<file path="src/umlsc_pkg.sv">
package umlsc_pkg;
    localparam int         CLK_HZ      = 100_000_000;
    localparam int         MAX_BAUD    = 3_000_000;
    localparam int         SAMP_MIN    = (CLK_HZ + MAX_BAUD - 1) / MAX_BAUD;
    localparam int         BRK_TX      = 13;
    localparam int         BRK_DET     = 11;
    localparam int         BRK_REQ_BIT = 16;
    localparam logic [3:0] WID_MIN     = 4'h4;
    localparam logic [3:0] WID_MAX     = 4'h9;
    localparam logic [3:0] HALF_MIN    = 4'h2;
    localparam logic [3:0] HALF_MAX    = 4'h8;
    localparam logic [7:0] SYNC_VAL    = 8'h55;
    localparam logic [5:0] ID_SIG_MAX  = 6'h3b;
    localparam logic [5:0] ID_DIAG_MAX = 6'h3d;
    localparam logic [3:0] LIN_FIELDS  = 4'h9;
    localparam logic [7:0] CHK_GOOD    = 8'hff;
    localparam logic [1:0] FC_SIG      = 2'h0;
    localparam logic [1:0] FC_DIAG     = 2'h1;
    localparam logic [1:0] FC_RSVD     = 2'h2;
    localparam logic [7:0] A_BLOCK_CONTROL = 8'h00;
    localparam logic [7:0] A_OVERSAMPLE    = 8'h04;
    localparam logic [7:0] A_OWN_ADDR_MASK = 8'h08;
    localparam logic [7:0] A_TX_DATA       = 8'h0c;
    localparam logic [7:0] A_RX_DATA       = 8'h10;
    localparam logic [7:0] A_STATUS        = 8'h14;
    localparam logic [7:0] A_LIN           = 8'h18;
    localparam logic [31:0] STAT_W1C       = 32'h0000_01fc;

    typedef struct packed {
        logic [13:0] pad;
        logic        autobaud;
        logic        enhanced;
        logic        lin;
        logic        accept;
        logic        addressing_slave_enable;
        logic        multi_drop_addressing_mode;
        logic        majority;
        logic        irda;
        logic        par_odd;
        logic        par_en;
        logic [3:0]  stop_halves;
        logic [3:0]  width;
    } umlsc_ctrl_type;

    localparam umlsc_ctrl_type CTRL_RST = '{stop_halves: 4'h2, width: 4'h8, default: '0};

    typedef struct packed {
        logic [22:0] pad;
        logic        overrun;
        logic        prot_id_err;
        logic        sync_err;
        logic        brk;
        logic        coll;
        logic        frm_err;
        logic        par_err;
        logic        tx_busy;
        logic        rx_valid;
    } umlsc_stat_type;

    typedef struct packed {
        logic [8:0] pad;
        logic       chk_ok;
        logic [1:0] fclass;
        logic [3:0] count;
        logic [7:0] checksum;
        logic [7:0] prot_id;
    } umlsc_lin_rd_type;

    typedef struct packed {
        logic        hsel;
        logic [31:0] haddr;
        logic [1:0]  htrans;
        logic        hwrite;
        logic [2:0]  hsize;
        logic [31:0] hwdata;
        logic        hready;
    } umlsc_ahb_req_type;

    typedef struct packed {
        logic [31:0] hrdata;
        logic        hreadyout;
        logic        hresp;
    } umlsc_ahb_rsp_type;

    typedef enum logic [2:0] {TX_IDLE, TX_START, TX_DATA, TX_PAR, TX_STOP, TX_BRK} umlsc_tx_type;
    typedef enum logic [2:0] {RX_IDLE, RX_START, RX_DATA, RX_PAR, RX_STOP} umlsc_rx_type;
    typedef enum logic [1:0] {LN_IDLE, LN_SYNC, LN_ID, LN_DATA} umlsc_lin_type;
endpackage

</file>
<file path="src/umlsc_core.sv">
// Operation
// - data field defaults to eight bits, programmable 4 to 9
// - stop period in half-bit steps, one to four bits
// - optional even or odd parity bit after the data
// - infrared variant forces parity off
// - start bit is 0, stop bits are 1
// - transmit line idles at 1
// - receiver restarts bit timing on a falling edge while idle, i.e. at each start bit
// - bit value taken from the middle oversample
// - optional majority of three samples around the middle
// - multi-drop mode uses 9-bit data, bit 8 marks address
// - multi-drop mode sends and checks no parity
// - slave compares address with own address under mask
// - matching address stored only when accept is set
// - after a mismatch, data is dropped until next address
// - sync byte 0x55 follows break, may set bit rate
// - identifier in bits 0-5, parity in bits 6 and 7
// - ids to 0x3b signal, 0x3c-0x3d diagnostic, rest reserved
// - response of one to eight bytes, then checksum
// - checksum is inverted 8-bit sum with carries folded
// - classic sums data only, enhanced adds identifier
// - in LIN mode, flag collision when a driven bit other than a stop bit differs from line
// - bit rate limited to 3 Mbps
// - oversample factor counts internal clock cycles
module umlsc_core
    import umlsc_pkg::*;
#(
    parameter int SAMP_W   = 16,
    parameter int SAMP_DEF = 868
) (
    input  wire logic              hclk,
    input  wire logic              hresetn,
    input  wire umlsc_ahb_req_type ahb_req,
    output umlsc_ahb_rsp_type      ahb_rsp,
    input  wire logic              rxd,
    output logic                   txd
);
    if (SAMP_W < 8 || SAMP_W > 24 || SAMP_DEF < SAMP_MIN || SAMP_DEF >= (1 << SAMP_W)) begin : g_chk
        $error("umlsc_core: oversample parameters out of range");
    end

    typedef struct packed {
        logic               rx_meta;
        logic               rx_sync;
        logic               rx_prev;
        umlsc_ctrl_type     ctrl;
        logic [SAMP_W-1:0]  bit_cyc;
        logic [7:0]         own_addr;
        logic [7:0]         addr_mask;
        umlsc_stat_type     stat;
        logic               a_act;
        logic               a_wr;
        logic [7:0]         a_addr;
        logic [31:0]        hrdata;
        umlsc_tx_type       tst;
        logic [SAMP_W-1:0]  tcnt;
        logic [3:0]         tbit;
        logic [8:0]         tsh;
        logic               txd;
        umlsc_rx_type       rxs;
        logic [SAMP_W-1:0]  rcnt;
        logic [3:0]         rbit;
        logic [8:0]         rsh;
        logic [1:0]         early;
        logic               perr;
        logic [8:0]         rdata;
        logic               matched;
        logic [SAMP_W+3:0]  lowcnt;
        umlsc_lin_type      lph;
        logic [7:0]         prot_id;
        logic [7:0]         acc;
        logic [3:0]         lcnt;
        logic [2:0]         falls;
        logic [SAMP_W+2:0]  abcnt;
    } umlsc_state_type;

    localparam umlsc_state_type S_RST = '{ctrl: CTRL_RST, bit_cyc: SAMP_W'(SAMP_DEF),
        rx_meta: 1'b1, rx_sync: 1'b1, rx_prev: 1'b1, txd: 1'b1,
        tst: TX_IDLE, rxs: RX_IDLE, lph: LN_IDLE, default: '0};

    function automatic logic [7:0] add_carry(input logic [7:0] a, input logic [7:0] b);
        logic [8:0] s;
        s = {1'b0, a} + {1'b0, b};
        return s[7:0] + {7'h0, s[8]};
    endfunction

    function automatic logic [7:0] lin_prot_id(input logic [5:0] id);
        return {~(id[1] ^ id[3] ^ id[4] ^ id[5]), id[0] ^ id[1] ^ id[2] ^ id[4], id};
    endfunction

    function automatic logic [1:0] lin_class(input logic [5:0] id);
        return (id <= ID_SIG_MAX) ? FC_SIG : (id <= ID_DIAG_MAX) ? FC_DIAG : FC_RSVD;
    endfunction

    function automatic logic char_par(input logic [8:0] d, input logic [3:0] w,
                                      input logic odd);
        return ^(d & ~(9'h1ff << w)) ^ odd;
    endfunction

    umlsc_state_type   s_r;
    umlsc_state_type   s_nxt;
    umlsc_lin_rd_type  lin_rd;
    logic [SAMP_W-1:0] half;
    logic [SAMP_W-1:0] dp;
    logic [SAMP_W-1:0] wdat;
    logic [SAMP_W+3:0] brk_lim;
    logic [3:0]        wid;
    logic              p_on;
    logic              mpm;
    logic              tick;
    logic              take;
    logic              vote;
    logic              rx_fall;
    logic              hit;
    logic              keep;

    always_comb begin
        s_nxt   = s_r;
        mpm     = s_r.ctrl.multi_drop_addressing_mode;
        p_on    = s_r.ctrl.par_en & ~s_r.ctrl.irda & ~mpm;
        wid     = mpm ? WID_MAX : s_r.ctrl.width;
        half    = s_r.bit_cyc >> 1;
        dp      = s_r.ctrl.majority ? half + 1'b1 : half;
        wdat    = ahb_req.hwdata[SAMP_W-1:0];
        brk_lim = (SAMP_W+4)'(s_r.bit_cyc) * (SAMP_W+4)'(BRK_DET);
        rx_fall = s_r.rx_prev & ~s_r.rx_sync;
        hit     = 1'b0;
        keep    = 1'b1;
        lin_rd  = '{pad: '0, chk_ok: (s_r.acc == CHK_GOOD) && (s_r.lcnt > 4'h1),
                    fclass: lin_class(s_r.prot_id[5:0]), count: s_r.lcnt,
                    checksum: ~s_r.acc, prot_id: s_r.prot_id};

        // only the second stage and the edge history look at the line
        s_nxt.rx_meta = rxd;
        s_nxt.rx_sync = s_r.rx_meta;
        s_nxt.rx_prev = s_r.rx_sync;

        // address phase: read data is latched here, so reads have no wait state
        s_nxt.a_act  = ahb_req.hsel & ahb_req.hready & ahb_req.htrans[1];
        s_nxt.a_wr   = ahb_req.hwrite;
        s_nxt.a_addr = ahb_req.haddr[7:0];
        if (s_nxt.a_act && !ahb_req.hwrite) begin
            case (ahb_req.haddr[7:0])
                A_BLOCK_CONTROL: s_nxt.hrdata = s_r.ctrl;
                A_OVERSAMPLE:    s_nxt.hrdata = 32'(s_r.bit_cyc);
                A_OWN_ADDR_MASK: s_nxt.hrdata = {16'h0, s_r.addr_mask, s_r.own_addr};
                A_RX_DATA: begin
                    s_nxt.hrdata         = {23'h0, s_r.rdata};
                    s_nxt.stat.rx_valid  = 1'b0;
                end
                A_STATUS:        s_nxt.hrdata = s_r.stat;
                A_LIN:           s_nxt.hrdata = lin_rd;
                default:         s_nxt.hrdata = 32'h0;
            endcase
        end

        if (s_r.a_act && s_r.a_wr) begin
            case (s_r.a_addr)
                A_BLOCK_CONTROL: begin
                    s_nxt.ctrl     = umlsc_ctrl_type'(ahb_req.hwdata);
                    s_nxt.ctrl.pad = '0;
                    if (s_nxt.ctrl.width < WID_MIN) s_nxt.ctrl.width = WID_MIN;
                    if (s_nxt.ctrl.width > WID_MAX) s_nxt.ctrl.width = WID_MAX;
                    if (s_nxt.ctrl.stop_halves < HALF_MIN) begin
                        s_nxt.ctrl.stop_halves = HALF_MIN;
                    end
                    if (s_nxt.ctrl.stop_halves > HALF_MAX) begin
                        s_nxt.ctrl.stop_halves = HALF_MAX;
                    end
                end
                A_OVERSAMPLE: begin
                    // writes below the rate limit clamp rather than fault
                    s_nxt.bit_cyc = (wdat < SAMP_W'(SAMP_MIN)) ? SAMP_W'(SAMP_MIN)
                                                               : wdat;
                end
                A_OWN_ADDR_MASK: {s_nxt.addr_mask, s_nxt.own_addr} = ahb_req.hwdata[15:0];
                A_TX_DATA: begin
                    // a write while a character is in flight is dropped; poll tx_busy
                    if (s_r.tst == TX_IDLE) begin
                        s_nxt.tsh  = ahb_req.hwdata[8:0];
                        s_nxt.tcnt = '0;
                        s_nxt.tbit = '0;
                        s_nxt.tst  = ahb_req.hwdata[BRK_REQ_BIT] ? TX_BRK : TX_START;
                    end
                end
                // from s_nxt so a pipelined data read that clears rx_valid is kept
                A_STATUS: s_nxt.stat = s_nxt.stat & ~(ahb_req.hwdata & STAT_W1C);
                A_LIN: begin
                    // seed for a response this node sends; the line loops back into rx
                    s_nxt.prot_id = lin_prot_id(ahb_req.hwdata[5:0]);
                    s_nxt.acc     = s_r.ctrl.enhanced ? s_nxt.prot_id : 8'h0;
                    s_nxt.lcnt    = '0;
                    s_nxt.lph     = LN_DATA;
                end
                default: ;
            endcase
        end

        // transmitter: bit period counted in hclk cycles, stop counted in halves
        tick = (s_r.tst == TX_STOP) ? (s_r.tcnt == half - 1'b1)
                                    : (s_r.tcnt == s_r.bit_cyc - 1'b1);
        if (s_r.tst != TX_IDLE) begin
            s_nxt.tcnt = tick ? '0 : s_r.tcnt + 1'b1;
            if (s_r.ctrl.lin && s_r.tcnt == half && s_r.rx_sync != s_r.txd) begin
                s_nxt.stat.coll = 1'b1;
            end
        end
        case (s_r.tst)
            TX_DATA: begin
                if (tick) begin
                    s_nxt.tbit = s_r.tbit + 1'b1;
                    if (s_r.tbit == wid - 1'b1) begin
                        s_nxt.tbit = '0;
                        s_nxt.tst  = p_on ? TX_PAR : TX_STOP;
                    end
                end
            end
            TX_START: if (tick) s_nxt.tst = TX_DATA;
            TX_PAR:   if (tick) s_nxt.tst = TX_STOP;
            TX_STOP: begin
                if (tick) begin
                    s_nxt.tbit = s_r.tbit + 1'b1;
                    if (s_r.tbit >= s_r.ctrl.stop_halves - 1'b1) begin
                        s_nxt.tbit = '0;
                        s_nxt.tst  = TX_IDLE;
                    end
                end
            end
            TX_BRK: begin
                if (tick) begin
                    s_nxt.tbit = s_r.tbit + 1'b1;
                    if (s_r.tbit == 4'(BRK_TX - 1)) begin
                        s_nxt.tbit = '0;
                        s_nxt.tst  = TX_STOP;
                    end
                end
            end
            default: ;
        endcase
        case (s_nxt.tst)
            TX_START: s_nxt.txd = 1'b0;
            TX_DATA:  s_nxt.txd = s_nxt.tsh[s_nxt.tbit];
            TX_PAR:   s_nxt.txd = char_par(s_nxt.tsh, wid, s_r.ctrl.par_odd);
            TX_BRK:   s_nxt.txd = 1'b0;
            default:  s_nxt.txd = 1'b1;
        endcase
        s_nxt.stat.tx_busy = s_nxt.tst != TX_IDLE;

        // receiver: samples one before and at the middle are kept for the vote
        if (s_r.rcnt == half - 1'b1) s_nxt.early[0] = s_r.rx_sync;
        if (s_r.rcnt == half) s_nxt.early[1] = s_r.rx_sync;
        vote = s_r.ctrl.majority ? (s_r.early[0] & s_r.early[1]) | (s_r.early[0] & s_r.rx_sync)
                                   | (s_r.early[1] & s_r.rx_sync) : s_r.rx_sync;
        take = (s_r.rxs != RX_IDLE) && (s_r.rcnt == dp);
        if (s_r.rxs != RX_IDLE) begin
            // >= so that an autobaud shrink mid-character cannot run away
            s_nxt.rcnt = (s_r.rcnt >= s_r.bit_cyc - 1'b1) ? '0 : s_r.rcnt + 1'b1;
        end
        case (s_r.rxs)
            RX_IDLE: begin
                if (rx_fall) begin
                    s_nxt.rxs  = RX_START;
                    s_nxt.rcnt = '0;
                    s_nxt.rbit = '0;
                    s_nxt.rsh  = '0;
                    s_nxt.perr = 1'b0;
                end
            end
            RX_START: if (take) s_nxt.rxs = vote ? RX_IDLE : RX_DATA;
            RX_DATA: begin
                if (take) begin
                    s_nxt.rsh[s_r.rbit] = vote;
                    s_nxt.rbit          = s_r.rbit + 1'b1;
                    if (s_r.rbit == wid - 1'b1) begin
                        s_nxt.rbit = '0;
                        s_nxt.rxs  = p_on ? RX_PAR : RX_STOP;
                    end
                end
            end
            RX_PAR: begin
                if (take) begin
                    s_nxt.perr = vote != char_par(s_r.rsh, wid, s_r.ctrl.par_odd);
                    s_nxt.rxs  = RX_STOP;
                end
            end
            RX_STOP: begin
                if (take) begin
                    s_nxt.rxs = RX_IDLE;
                    if (mpm && s_r.ctrl.addressing_slave_enable) begin
                        if (s_r.rsh[8]) begin
                            hit           = ((s_r.rsh[7:0] ^ s_r.own_addr) & s_r.addr_mask) == 8'h0;
                            s_nxt.matched = hit;
                            keep          = hit & s_r.ctrl.accept;
                        end else begin
                            keep = s_r.matched;
                        end
                    end
                    if (keep) begin
                        if (s_nxt.stat.rx_valid) begin
                            s_nxt.stat.overrun = 1'b1;
                        end else begin
                            s_nxt.rdata         = s_r.rsh;
                            s_nxt.stat.rx_valid = 1'b1;
                            s_nxt.stat.par_err  = s_nxt.stat.par_err | s_r.perr;
                            s_nxt.stat.frm_err  = s_nxt.stat.frm_err | ~vote;
                        end
                    end
                    if (s_r.ctrl.lin) begin
                        case (s_r.lph)
                            LN_SYNC: begin
                                if (s_r.rsh[7:0] != SYNC_VAL) s_nxt.stat.sync_err = 1'b1;
                                s_nxt.lph = LN_ID;
                            end
                            LN_ID: begin
                                s_nxt.prot_id = s_r.rsh[7:0];
                                if (s_r.rsh[7:0] != lin_prot_id(s_r.rsh[5:0])) begin
                                    s_nxt.stat.prot_id_err = 1'b1;
                                end
                                s_nxt.acc  = s_r.ctrl.enhanced ? s_r.rsh[7:0] : 8'h0;
                                s_nxt.lcnt = '0;
                                s_nxt.lph  = LN_DATA;
                            end
                            LN_DATA: begin
                                if (s_r.lcnt != LIN_FIELDS) begin
                                    s_nxt.acc  = add_carry(s_r.acc, s_r.rsh[7:0]);
                                    s_nxt.lcnt = s_r.lcnt + 1'b1;
                                end
                            end
                            default: ;
                        endcase
                    end
                end
            end
            default: s_nxt.rxs = RX_IDLE;
        endcase

        // break: detect at 11 bit times, short of the 13 a master must send
        if (s_r.rx_sync) begin
            s_nxt.lowcnt = '0;
        end else if (s_r.lowcnt != brk_lim) begin
            s_nxt.lowcnt = s_r.lowcnt + 1'b1;
            if (s_r.lowcnt == brk_lim - 1'b1 && s_r.ctrl.lin) begin
                s_nxt.stat.brk = 1'b1;
                s_nxt.lph      = LN_SYNC;
                s_nxt.falls    = '0;
            end
        end

        // autobaud: first to fifth falling edge of the sync byte spans 8 bits
        if (s_r.lph == LN_SYNC && s_r.falls != 3'h0 && s_r.falls != 3'h5) begin
            s_nxt.abcnt = s_r.abcnt + 1'b1;
        end
        if (s_r.lph == LN_SYNC && rx_fall && s_r.falls != 3'h5) begin
            s_nxt.falls = s_r.falls + 1'b1;
            if (s_r.falls == 3'h0) s_nxt.abcnt = (SAMP_W+3)'(1);
            if (s_r.falls == 3'h4 && s_r.ctrl.autobaud) begin
                s_nxt.bit_cyc = (s_r.abcnt[SAMP_W+2:3] < SAMP_W'(SAMP_MIN)) ? SAMP_W'(SAMP_MIN)
                            : s_r.abcnt[SAMP_W+2:3];
            end
        end
    end

    always_ff @(posedge hclk or negedge hresetn) begin
        if (!hresetn) begin
            s_r <= S_RST;
        end else begin
            s_r <= s_nxt;
        end
    end

    assign ahb_rsp = '{hrdata: s_r.hrdata, hreadyout: 1'b1, hresp: 1'b0};
    assign txd     = s_r.txd;
endmodule

</file>
<file path="config.mk">
export PLATFORM = sky130hd
export DESIGN_NAME = umlsc_core
export DESIGN_NICKNAME = d
export VERILOG_FILES = /design/src/umlsc_pkg.sv /design/src/umlsc_core.sv
export SDC_FILE = /design/constraint.sdc
export NUM_CORES = 1
export LEC_CHECK = 0
export ABC_AREA = 0
export BUFFER_PORTS_ARGS = -buffer_cell sky130_fd_sc_hd__buf_4
export CORE_MARGIN = 3
export CORE_UTILIZATION = 57
export DETAILED_ROUTE_END_ITERATION = 6
export MAX_ROUTING_LAYER = met4
export PLACE_DENSITY_LB_ADDON = 0.3
export REMOVE_ABC_BUFFERS = 1
export SYNTH_ARGS = -nofsm -noshare
export SYNTH_HDL_FRONTEND = slang
export SYNTH_SLANG_ARGS = --single-unit
</file>
<file path="constraint.sdc">
create_clock -name hclk -period 5.2 [get_ports hclk]
set_input_delay 0.52 -clock hclk [delete_from_list [all_inputs] [get_ports hclk]]
set_output_delay 0.52 -clock hclk [all_outputs]
set_load 0.01 [all_outputs]
</file>
After elaboration in Yosys (flattened, before gate mapping)
Index checks and enable logic that the tools add are counted.

word-level totals
  bits in registers = 269
  bits in latches = 0
  RAM bits = 0
  ROM bits = 0
  bits of input ports = 75
  output and inout port bits = 35
  word-level logic and storage cells = 342
  memories kept = 0

cells by class
  add/subtract/negate cells = 16
  multiply operators = 1
  divide/modulo/power cells = 0
  order comparisons = 14
  eq/ne operators = 52
  shift-type cells = 1
  muxes and demuxes = 117
  bitwise gates (word level) = 42
  reductions and logical operators = 46

operator list
  cell                                                                           number
  16-bit two-way mux                                                             12
  32-bit case mux with 6 select lines                                            1
  32-bit two-way mux                                                             5
  22-bit two-way mux                                                             7
  16-bit == test                                                                 4
  4-bit two-way mux                                                              16
  64-bit two-way mux                                                             1
  3-bit two-way mux                                                              20
  8-bit by 5-bit == test with 1-bit output, second input constant                5
  19-bit two-way mux                                                             2
  16-bit by 1-bit adder with 16-bit output, second input constant                2
  32-bit AND                                                                     1
  16-bit by 15-bit == test with 1-bit output                                     2
  16-bit by 6-bit less-than comparator with 1-bit output, second input constant  2
  9-bit NOT with 32-bit output                                                   1
  3-bit case mux with 5 select lines                                             2
  1-bit two-way mux                                                              26
  13-bit case mux with 2 select lines                                            1
  8-bit by 4-bit == test with 1-bit output, second input constant                3
  8-bit zero test                                                                3
  8-bit two-way mux                                                              3
  12-bit case mux with 2 select lines                                            1
  20-bit by 1-bit adder with 20-bit output, second input constant                1
  20-bit == test                                                                 1
  other kinds (69)                                                               167

Longest topological paths before layout
Gate-level depths: netlist (run 1).

  depth in word-level cells = 15
  mapped depth = 19
  depth with buffers taken out = 19

Worst setup path after synthesis (run 1)
OpenSTA, ideal clock, no wires.

  kind = register to register
  from = register s_r, in the netlist half[1]
  to = register s_r[19] in the netlist's numbering
  setup time = 0.148 ns
  data arrival time = 4.794 ns
  data required time = 5.052 ns
  slack = 0.258 ns
  cell stages (with the launch flop) = 19
  buffers on the path = 1
  clock period less this slack = 4.942 ns
  path through = dfstp_2 -> clkbuf_1 -> inv_1 -> ha_1 -> ha_1 -> inv_1 -> fa_1 -> nor2b_1 -> o2111ai_1 -> a21boi_0 -> o21ai_0 -> a21boi_0 -> o21ai_0 -> or4_1 -> nor3_1 -> xnor2_1 -> nand4_1 -> a2111oi_2 -> o21ai_0

between the ends
  word-level cells in the longest chain between the ends = 6
  elaborated cells between the ends (all ways) = 8
  classes of those cells = 1 x add/sub; 1 x mul; 2 x eq/ne; 4 x reduce/logical

ends and longest elaborated chain
  item                                               line               source
  start, declared                                    umlsc_core.sv:100  umlsc_state_type s_r;
  start signal, assigned                             umlsc_core.sv:367  s_r <= s_nxt;
  16-bit by 4-bit multiplier with 20-bit output (*)  umlsc_core.sv:125  brk_lim = (SAMP_W+4)'(s_r.bit_cyc) * (SAMP_W+4)'(BRK_DET);
  20-bit by 1-bit subtractor with 20-bit output      umlsc_core.sv:342  if (s_r.lowcnt == brk_lim - 1'b1 && s_r.ctrl.lin) begin
  20-bit == test                                     umlsc_core.sv:342
  1-bit logical AND                                  umlsc_core.sv:342
  2-bit nonzero test (no source line)                --
  3-bit AND reduction (no source line) (*)           --

Every way passes the cells marked *; elsewhere a longest branch is shown, timed or not.
A chain may end at the register's enable or synchronous reset.

Worst setup path after layout (run 1)
  from = register s_r, in the netlist half[4]
  to = register s_r[19] in the netlist's numbering

Same word-level chain as after synthesis.

==> reports/results.txt, run 1 <==
The run finished with clean final reports. The internal power component is 3.55 mW. After synthesis the cells add up to 0.0183 mm2. The depth of the CTS H-tree is 1. A synthesized cell averages 8.58 um2. Once detailed placement completed, the half-perimeter wirelength came to 40100 um.

The cell count after synthesis came out at 2134. The layout-stage area growth over the synthesis result is 9.42%. After synthesis, the largest family of logic cells by area is simple AND/OR/NAND/NOR gates. The run gives 64 as the floorplan row count. The maximum fanout count along the critical path was 6.

The most used flip-flop cell after synthesis was dfrtp_1. The length of the first detailed-routing pass in iterations was 6. The run gives 86 as the count of unique library cells instantiated by Yosys.

The worst setup path is of the reg2reg kind. Element type at the critical path start: a flop. Cells with a size suffix above 1 make up 11.1% of the layout. The Yosys step of the flow raised 0 warnings. Launch instance of the worst register-to-register path: half[4]. The analysis attributes to cell leakage a power of 8.93 nW.

The post-synthesis async set-or-reset flop share came out at 100%. The register area share after synthesis is 32.5%, and the setup clock skew after layout is 0.0126 ns. The parity-gate share of the synthesized area counting xor and xnor cells came out at 11.3%. The compound-cell area share of the yosys netlist was 17.5%.

The worst register-to-register path ends at s_r[19]. The die covers 0.0343 mm2. The tools report the count of final hold-check violations as 0.

Setup repair after global routing left no endpoint under its margin. The logs give 237 for the sink count of the clock tree and 0 for the number of design rule violations left after detail routing. The first-pass GRT wire length is 86800 um. The multiplexer share of the synthesized area was 3.92%; the die width was 185 um. Leaving out fill and tap cells, the most frequent cells in the layout are nand2_1 (228), dfrtp_1 (226), nor2_1 (172), o21ai_0 (159), xnor2_1 (114). The slew at the pin closest to its max-slew limit is 1.29 ns.

The beginning of the critical path is half[4]. Class of the tightest hold or removal check: in2reg. Setup total negative slack on the finished layout was measured at 0 ns.

For the worst setup path, the data required time is 5.66 ns. The run gives 0 as the count of pins over their slew limit. The initial utilization of the core area, before any placement, comes to 58.8%. Global routing used 32.7% of the available tracks across all layers. The clock-pin slew on the worst setup and hold paths works out to 0.06 ns.

CTS root buffer: clkbuf_16. The sum of overflow across all layers after global routing is 0, and the number of synthesized register bits is 237. Combinational logic is responsible for 17.5% of the overall power.

Entering global routing, the biggest net connects 111 pins. The power density over the cells came out at 250 mW/mm2. The run gives 0 as the number of antenna violations at the first check in global routing. For this block, the initial DRC count from the detailed router was 1606. The adder-cell share of the synthesized area is 7.89%.

TritonCTS built the clock tree. TritonCTS created 27 clock buffers. Setup violations remaining at the end of the flow were counted as 0. The net count of the finished layout is 2318. Final estimated routing congestion in global placement: 0.971. Static timing analysis puts the maximum clock frequency at 0.202 GHz. The minimum clock period after layout is 4.96 ns, and the number of nets with antenna violations after detailed routing is 0.

The number of global-route vias before repair is 15800, and the fraction of the mapped netlist area in simple logic gates is 21.4%. IR analysis of the VDD net gives a maximum drop of 0.259 mV. Across the run, the number of max-cap violations was 0.

For the share of power burned in the clock network, the log shows 43.1%. Summed over all layers, the routed wires come to 54400 um. Across all hold checks on the routed design, the worst slack comes to 0.0487 ns. Sequential cells burn 39.4% of the power. 110 I/O pins were placed. The worst setup path is captured at a flop.

Headroom to the max-slew limit came out at 13.7%. Summed over all nets, the switching power comes to 1.46 mW. The number of synthesized flops with an enable pin came out at 0. Data arrives at the worst endpoint at 5.42 ns. The reg2reg setup slack was 0.24 ns; the final clock period utilization by the worst path was 95.4%. After detailed routing, the number of vias per cell comes to 6.43.

The repair_antennas step left the layout with diodes totalling 0. Net switching is 29.2% of the power. The number of buffer cells added on primary ports was 56; the die outline height was 185 um. After detailed routing, the average wire length per cell comes to 21.3 um.

The later pin in the worst-skew pair is clocked with a latency of 0.59 ns. The number of vias in the routed layout was 16400. The number of buffers between clock root and the deepest sink was 3. Leaving out fill and tap cells, the most frequent cell in the layout is nand2_1. The core region is 0.0311 mm2. For the worst flop-to-flop path, the logic depth is 16.

In this run the worst setup path terminates at s_r[19].
[worst min path at each step]
stage               startpoint          end  slack [ns]  depth (start not counted)
global route               rxd   s_nxt[281]        0.04                          1
detailed placement  s_nxt[281]   s_nxt[280]        0.35                          0
floorplan              hresetn  ahb_rsp[10]        0.22                          0
CTS                        rxd   s_nxt[281]        0.03                          1
finish                     rxd   s_nxt[281]        0.05                          1
global placement    s_nxt[281]   s_nxt[280]        0.35                          0
[what timing repair did]
item | CTS | global route
endpoints found under the hold margin | 58 | 0
gates resized for setup | 0 | 8
endpoints found under the setup margin | 0 | 6
buffers inserted | 0 | 2
hold buffers | 1 | 0
[state kept, by name (all words and copies together) (netlist names)]
| register | cells |
|---|---|
| half | 15 |
| ahb_rsp | 23 |
| s_nxt | 2 |
| s_r | 183 |
| lin_rd | 12 |
| mpm | 1 |
| txd | 1 |
[cells by family after synthesis]
family / after synthesis
simple gates: 786
compound gates: 491
flops: 237
xor+xnor: 222
buf+inv: 222
fa+ha+maj: 107
mux: 67
other cells: 2
[routing by layer]
| metal | GRT usage [%] | wire [um] | vias up |
|---|---|---|---|
| li1 | - | - | 7611 |
| met1 | 42.8 | 22800 | 7940 |
| met2 | 51.2 | 25100 | 704 |
| met3 | 5.28 | 4110 | 162 |
| met4 | 12.5 | 2380 | 0 |
| met5 | - | 0 | - |
[synthesized netlist by cell type, types with 24 or more instances]
cell        n  area share, %
nand2_1   228            4.7
dfrtp_1   226             31
nor2_1    172            3.5
o21ai_0   161            4.4
xnor2_1   114            5.5
xor2_1     99            4.7
clkbuf_1   96            2.0
ha_1       93            6.4
a21oi_1    79            2.2
inv_1      69            1.4
nand3_1    62            1.7
nor3_1     53            1.4
nand4_1    45            1.5
and3_1     44            1.5
a22oi_1    39            1.6
mux2_2     37            2.3
buf_4      35            1.4
nand2b_1   33            1.1
mux2i_1    30            1.6
nor4_1     30            1.0
a21o_1     25            1.0
o211ai_1   24           0.98
[per-stage QoR]
stage	area (um2)	cells	power (mW)	setup slack (ns)	util, %
2_1_floorplan	17600	1992	2.55	0.159	-
4_1_cts	20000	2551	5.00	0.0131	64.2
3_5_place_dp	19000	2500	2.85	0.0437	60.9
3_3_place_gp	19000	2500	2.83	0.204	60.9
6_report	20000	2553	5.01	0.241	64.3
5_1_grt	20000	2553	5.20	0.00557	64.3
[critical path, stage by stage, from the launching register on]
cell and delay [ns]:
dfstp_2 0.64, ha_1 0.29, fa_1 0.47, ha_1 0.36, a21o_1 0.18, a21o_1 0.19
nor3_1 0.32, o21ai_0 0.13, a21boi_1 0.29, o21ai_1 0.23, or4_1 0.53, nor3_1 0.19
xnor2_1 0.16, nand4_1 0.12, a2111oi_2 0.39, buf_4 0.24, o21ai_0 0.10
[power groups by stage]
stage | combinational, mW | sequential, mW | clock (mW)
floorplan | 0.570 | 1.98 | 0
global placement | 0.830 | 2.00 | 0
detailed placement | 0.847 | 2.00 | 0
CTS | 0.857 | 1.97 | 2.18
global route | 0.971 | 1.98 | 2.25
finish | 0.877 | 1.97 | 2.16
[layout make-up]
class | count | area [um2]
Multi-Input combinational cell | 1684 | 11400
Fill cell | 2605 | 11100
Sequential cell | 237 | 5940
Timing Repair Buffer | 115 | 886
Clock buffer | 35 | 776
Tap cell | 396 | 495
Inverter | 71 | 267
Clock inverter | 15 | 231
(Power assumes the default switching activity.)
==> inputs of run 2 (changes only) <==
--- a/config.mk
+++ b/config.mk
@@ -6,7 +6,7 @@
 export NUM_CORES = 1
 export LEC_CHECK = 0
 export ABC_AREA = 0
-export BUFFER_PORTS_ARGS = -buffer_cell sky130_fd_sc_hd__buf_4
+export BUFFER_PORTS_ARGS = -buffer_cell sky130_fd_sc_hd__buf_2
 export CORE_MARGIN = 3
 export CORE_UTILIZATION = 57
 export DETAILED_ROUTE_END_ITERATION = 6
==> run 2 against run 1 <==
  * Clock power down 2%
  * First-iteration DRC count down 8.2%
  * Highest routed layer unchanged
  * Global-route usage up 0.24 points
  * Final cell count up 0.12%
==> reports/results.txt, run 2 (synthesis results as in run 1) <==
The flow ran to the end, and the final reports show no timing, DRC or antenna violations. The via count normalized by instance count was 6.45 (+0.33%). Fmax: 0.200 GHz (-0.68%).

The depth of the CTS H-tree is 1 (unchanged). The tools report the endpoint of the worst hold-timing path as s_nxt[281]. The number of DRC violations after detailed-routing iteration 0 was 1474 (-8.2%). The final clock period utilization by the worst path is 96.0% (+0.66 points), and the number of nets with antenna violations after detailed routing is 0 (unchanged). The logs give 27 (unchanged) for the CTS buffer count and 55100 um (+1.3%) for the post-detailed-routing wire length. The final layout net count came out at 2319 (+0.043%).

The worst setup path is launched from a flop. The core footprint came out at 0.0311 mm2 (unchanged). The logs give 8.89 nW (-0.40%) for the static leakage and 0 (-1) for the number of hold buffers added after cts.

The worst setup path is captured at a flop. TritonCTS built the clock tree. The initial standard-cell utilization of the core was 58.8% (unchanged). The depth of the worst register-to-register path was 16 (unchanged); the overall power was 4.96 mW (-0.91%).

The setup clock skew after layout was 0.0246 ns (+0.0119 ns). The count of final hold-check violations is 0 (unchanged), and the maximum fanout count along the critical path is 6 (unchanged). The arrival time at the worst endpoint came out at 5.46 ns (+0.04 ns). The number of flip-flops in the largest register is 183 (unchanged), and the overall fraction of global-route tracks in use is 32.9% (+0.24 points). Number of global-route vias before repair: 15900 (+1.1%). Among cell families on the critical path, the largest total delay comes from compound AO/OA/AOI/OAI gates. The tools report the worst hold margin as 0.0354 ns (-0.0133 ns). The launch instance of the worst register-to-register path is half[0].

The tools report the post-layout instance count excluding filler cells as 2556 (+0.12%). The run gives 0 (unchanged) as the count of pins over their slew limit. The peak supply drop was 0.253 mV (-2.3%).

In this run the worst hold path is classified as in2reg. The clock-pin slew on the worst setup and hold paths was 0.06 ns (about the same); the number of antenna violations at the first check in global routing was 1 (+1). Cell with the largest stage delay on the worst path: or4_1. The count of final setup violators came out at 0 (unchanged).

In this run the most critical hold path is launched from rxd. The critical path goes through ha_1, fa_1, ha_1, nor2b_2, o21ai_0, nor3b_1, o211a_1, nor3b_1, o21ai_1, or4_1, o31a_1, mux2i_1, a21oi_1, a2111oi_4, buf_4, o21ai_0. The length of the first detailed-routing pass in iterations is 5 (-1), and the depth of the worst hold-timing path is 1 (unchanged).

The tools report the sum of overflow across all layers after global routing as 0 (unchanged). The slack of the critical path is 0.207 ns (-0.0342 ns). The minimum clock period after layout works out to 4.99 ns (+0.0342 ns). The tools report the number of buffers between clock root and the deepest sink as 3 (unchanged). The floorplan row count is 64 (unchanged).

Counting flops per register, the top entry is s_r. The clock latency reported for the late side of the worst-skew pair came out at 0.58 ns (about the same). The library cell used most frequently in the layout, excluding fill and tap cells, is nand2_1. The run gives 0 (unchanged) as the number of design rule violations left after detail routing. For the number of primary I/O pins, the log shows 110 (unchanged).

The tools report the reg2reg setup slack as 0.21 ns (-0.03 ns). The maximum cell stage delay along the critical path is 0.52 ns (-0.12 ns). Number of buffer cells added on primary ports: 56 (unchanged). The final estimated routing congestion in global placement is 1.03 (+6.1%), and the total buffers and inverters traversed by the critical path is 1 (unchanged).

The top cell types in the final layout, fill and taps aside, are nand2_1 (228), dfrtp_1 (226), nor2_1 (172), o21ai_0 (160), xnor2_1 (114). The fraction of final layout cells with drive strength greater than 1 is 11.3% (+0.18 points), and the pre-CTS setup slack is 0.0166 ns (-0.0272 ns). Capturing point of the worst reg2reg path: s_r[19]. The cell sitting at the root of the clock tree is a clkbuf_16. The logs give 0 (unchanged) for the max-capacitance violation count and 2501 (+0.040%) for the placed cell count. The relative max-transition margin was 25.3% (+12 points).

First-pass GRT wire length: 87300 um (+0.68%). The die outline height was 185 um (unchanged). The die area is 0.0343 mm2 (unchanged). The power density over the cells came out at 249 mW/mm2 (-0.30%).

The worst setup path is of the reg2reg kind. For the detailed-placement wirelength estimate, the log shows 40300 um (+0.54%). The routed wire length per instance works out to 21.6 um (+1.2%). The die width came out at 185 um (unchanged). The slew at the pin closest to its max-slew limit is 1.12 ns (-0.172 ns), and the largest net degree at the start of global routing is 122 (+9.9%). The tools report the sink count of the clock tree as 237 (unchanged).

The worst path required time was 5.66 ns (about the same); the path length in cells of the critical path was 16 (unchanged). End-of-flow core utilization: 63.9% (-0.39 points). The layout-stage area growth over the synthesis result was 8.75%; the number of vias in the routed layout was 16500 (+0.45%).
-- run 2: per-layer routing --
| layer | share of wire (%) | up-vias | GRT usage [%] |
|---|---|---|---|
| li1 | - | 7610 | - |
| met5 | 0 | - | - |
| met2 | 47 | 745 | 52.5 |
| met3 | 7.3 | 161 | 4.03 |
| met1 | 42 | 7975 | 43.7 |
| met4 | 3.9 | 0 | 11.3 |
-- run 2: worst max-delay path by stage --
| stage | from | to | slack, ns |
|---|---|---|---|
| 3_5_place_dp | half[0] | s_r[19] | 0.02 |
| 6_report | half[0] | s_r[19] | 0.21 |
| 3_3_place_gp | half[1] | s_r[19] | 0.11 |
| 2_1_floorplan | half[2] | s_r[19] | 0.16 |
| 5_1_grt | half[4] | s_r[19] | -0.02 |
| 4_1_cts | half[4] | s_r[19] | 0.02 |
-- run 2: final cells by class --
cell class | instances | area, um2
Multi-Input combinational cell | 1684 | 11500
Fill cell | 2640 | 11200
Sequential cell | 237 | 5940
Clock buffer | 35 | 756
Timing Repair Buffer | 116 | 753
Tap cell | 396 | 495
Inverter | 71 | 267
Clock inverter | 15 | 231
Antenna cell | 2 | 5.00
-- run 2: power by group --
group / switching, mW / total (mW) / internal, mW
combinational: 0.529 / 0.863 / 0.335
clock: 0.839 / 2.12 / 1.28
sequential: 0.0856 / 1.98 / 1.89
-- run 2: repair_timing --
action,CTS,global route
pin swaps,0,2
setup buffers,0,3
cloned,0,0
setup endpoints to repair,4,6
gates resized for setup,1,12
-- run 2: worst reg2reg max path, stage by stage, from the launching register on --
cell       delay, ns
dfrtp_1         0.49
ha_1            0.37
fa_1            0.47
ha_1            0.34
nor2b_2         0.18
o21ai_0         0.28
nor3b_1         0.32
o211a_1         0.30
nor3b_1         0.28
o21ai_1         0.16
or4_1           0.52
o31a_1          0.29
mux2i_1         0.14
a21oi_1         0.14
a2111oi_4       0.29
buf_4           0.23
o21ai_0         0.09
-- run 2: through the flow --
| step | TNS (ns) | cell area (um2) |
|---|---|---|
| 3_3_place_gp | 0 | 18900 |
| 3_5_place_dp | 0 | 18900 |
| 5_1_grt | -0.0237 | 19900 |
| 2_1_floorplan | 0 | 17600 |
| 6_report | 0 | 19900 |
| 4_1_cts | 0 | 19800 |
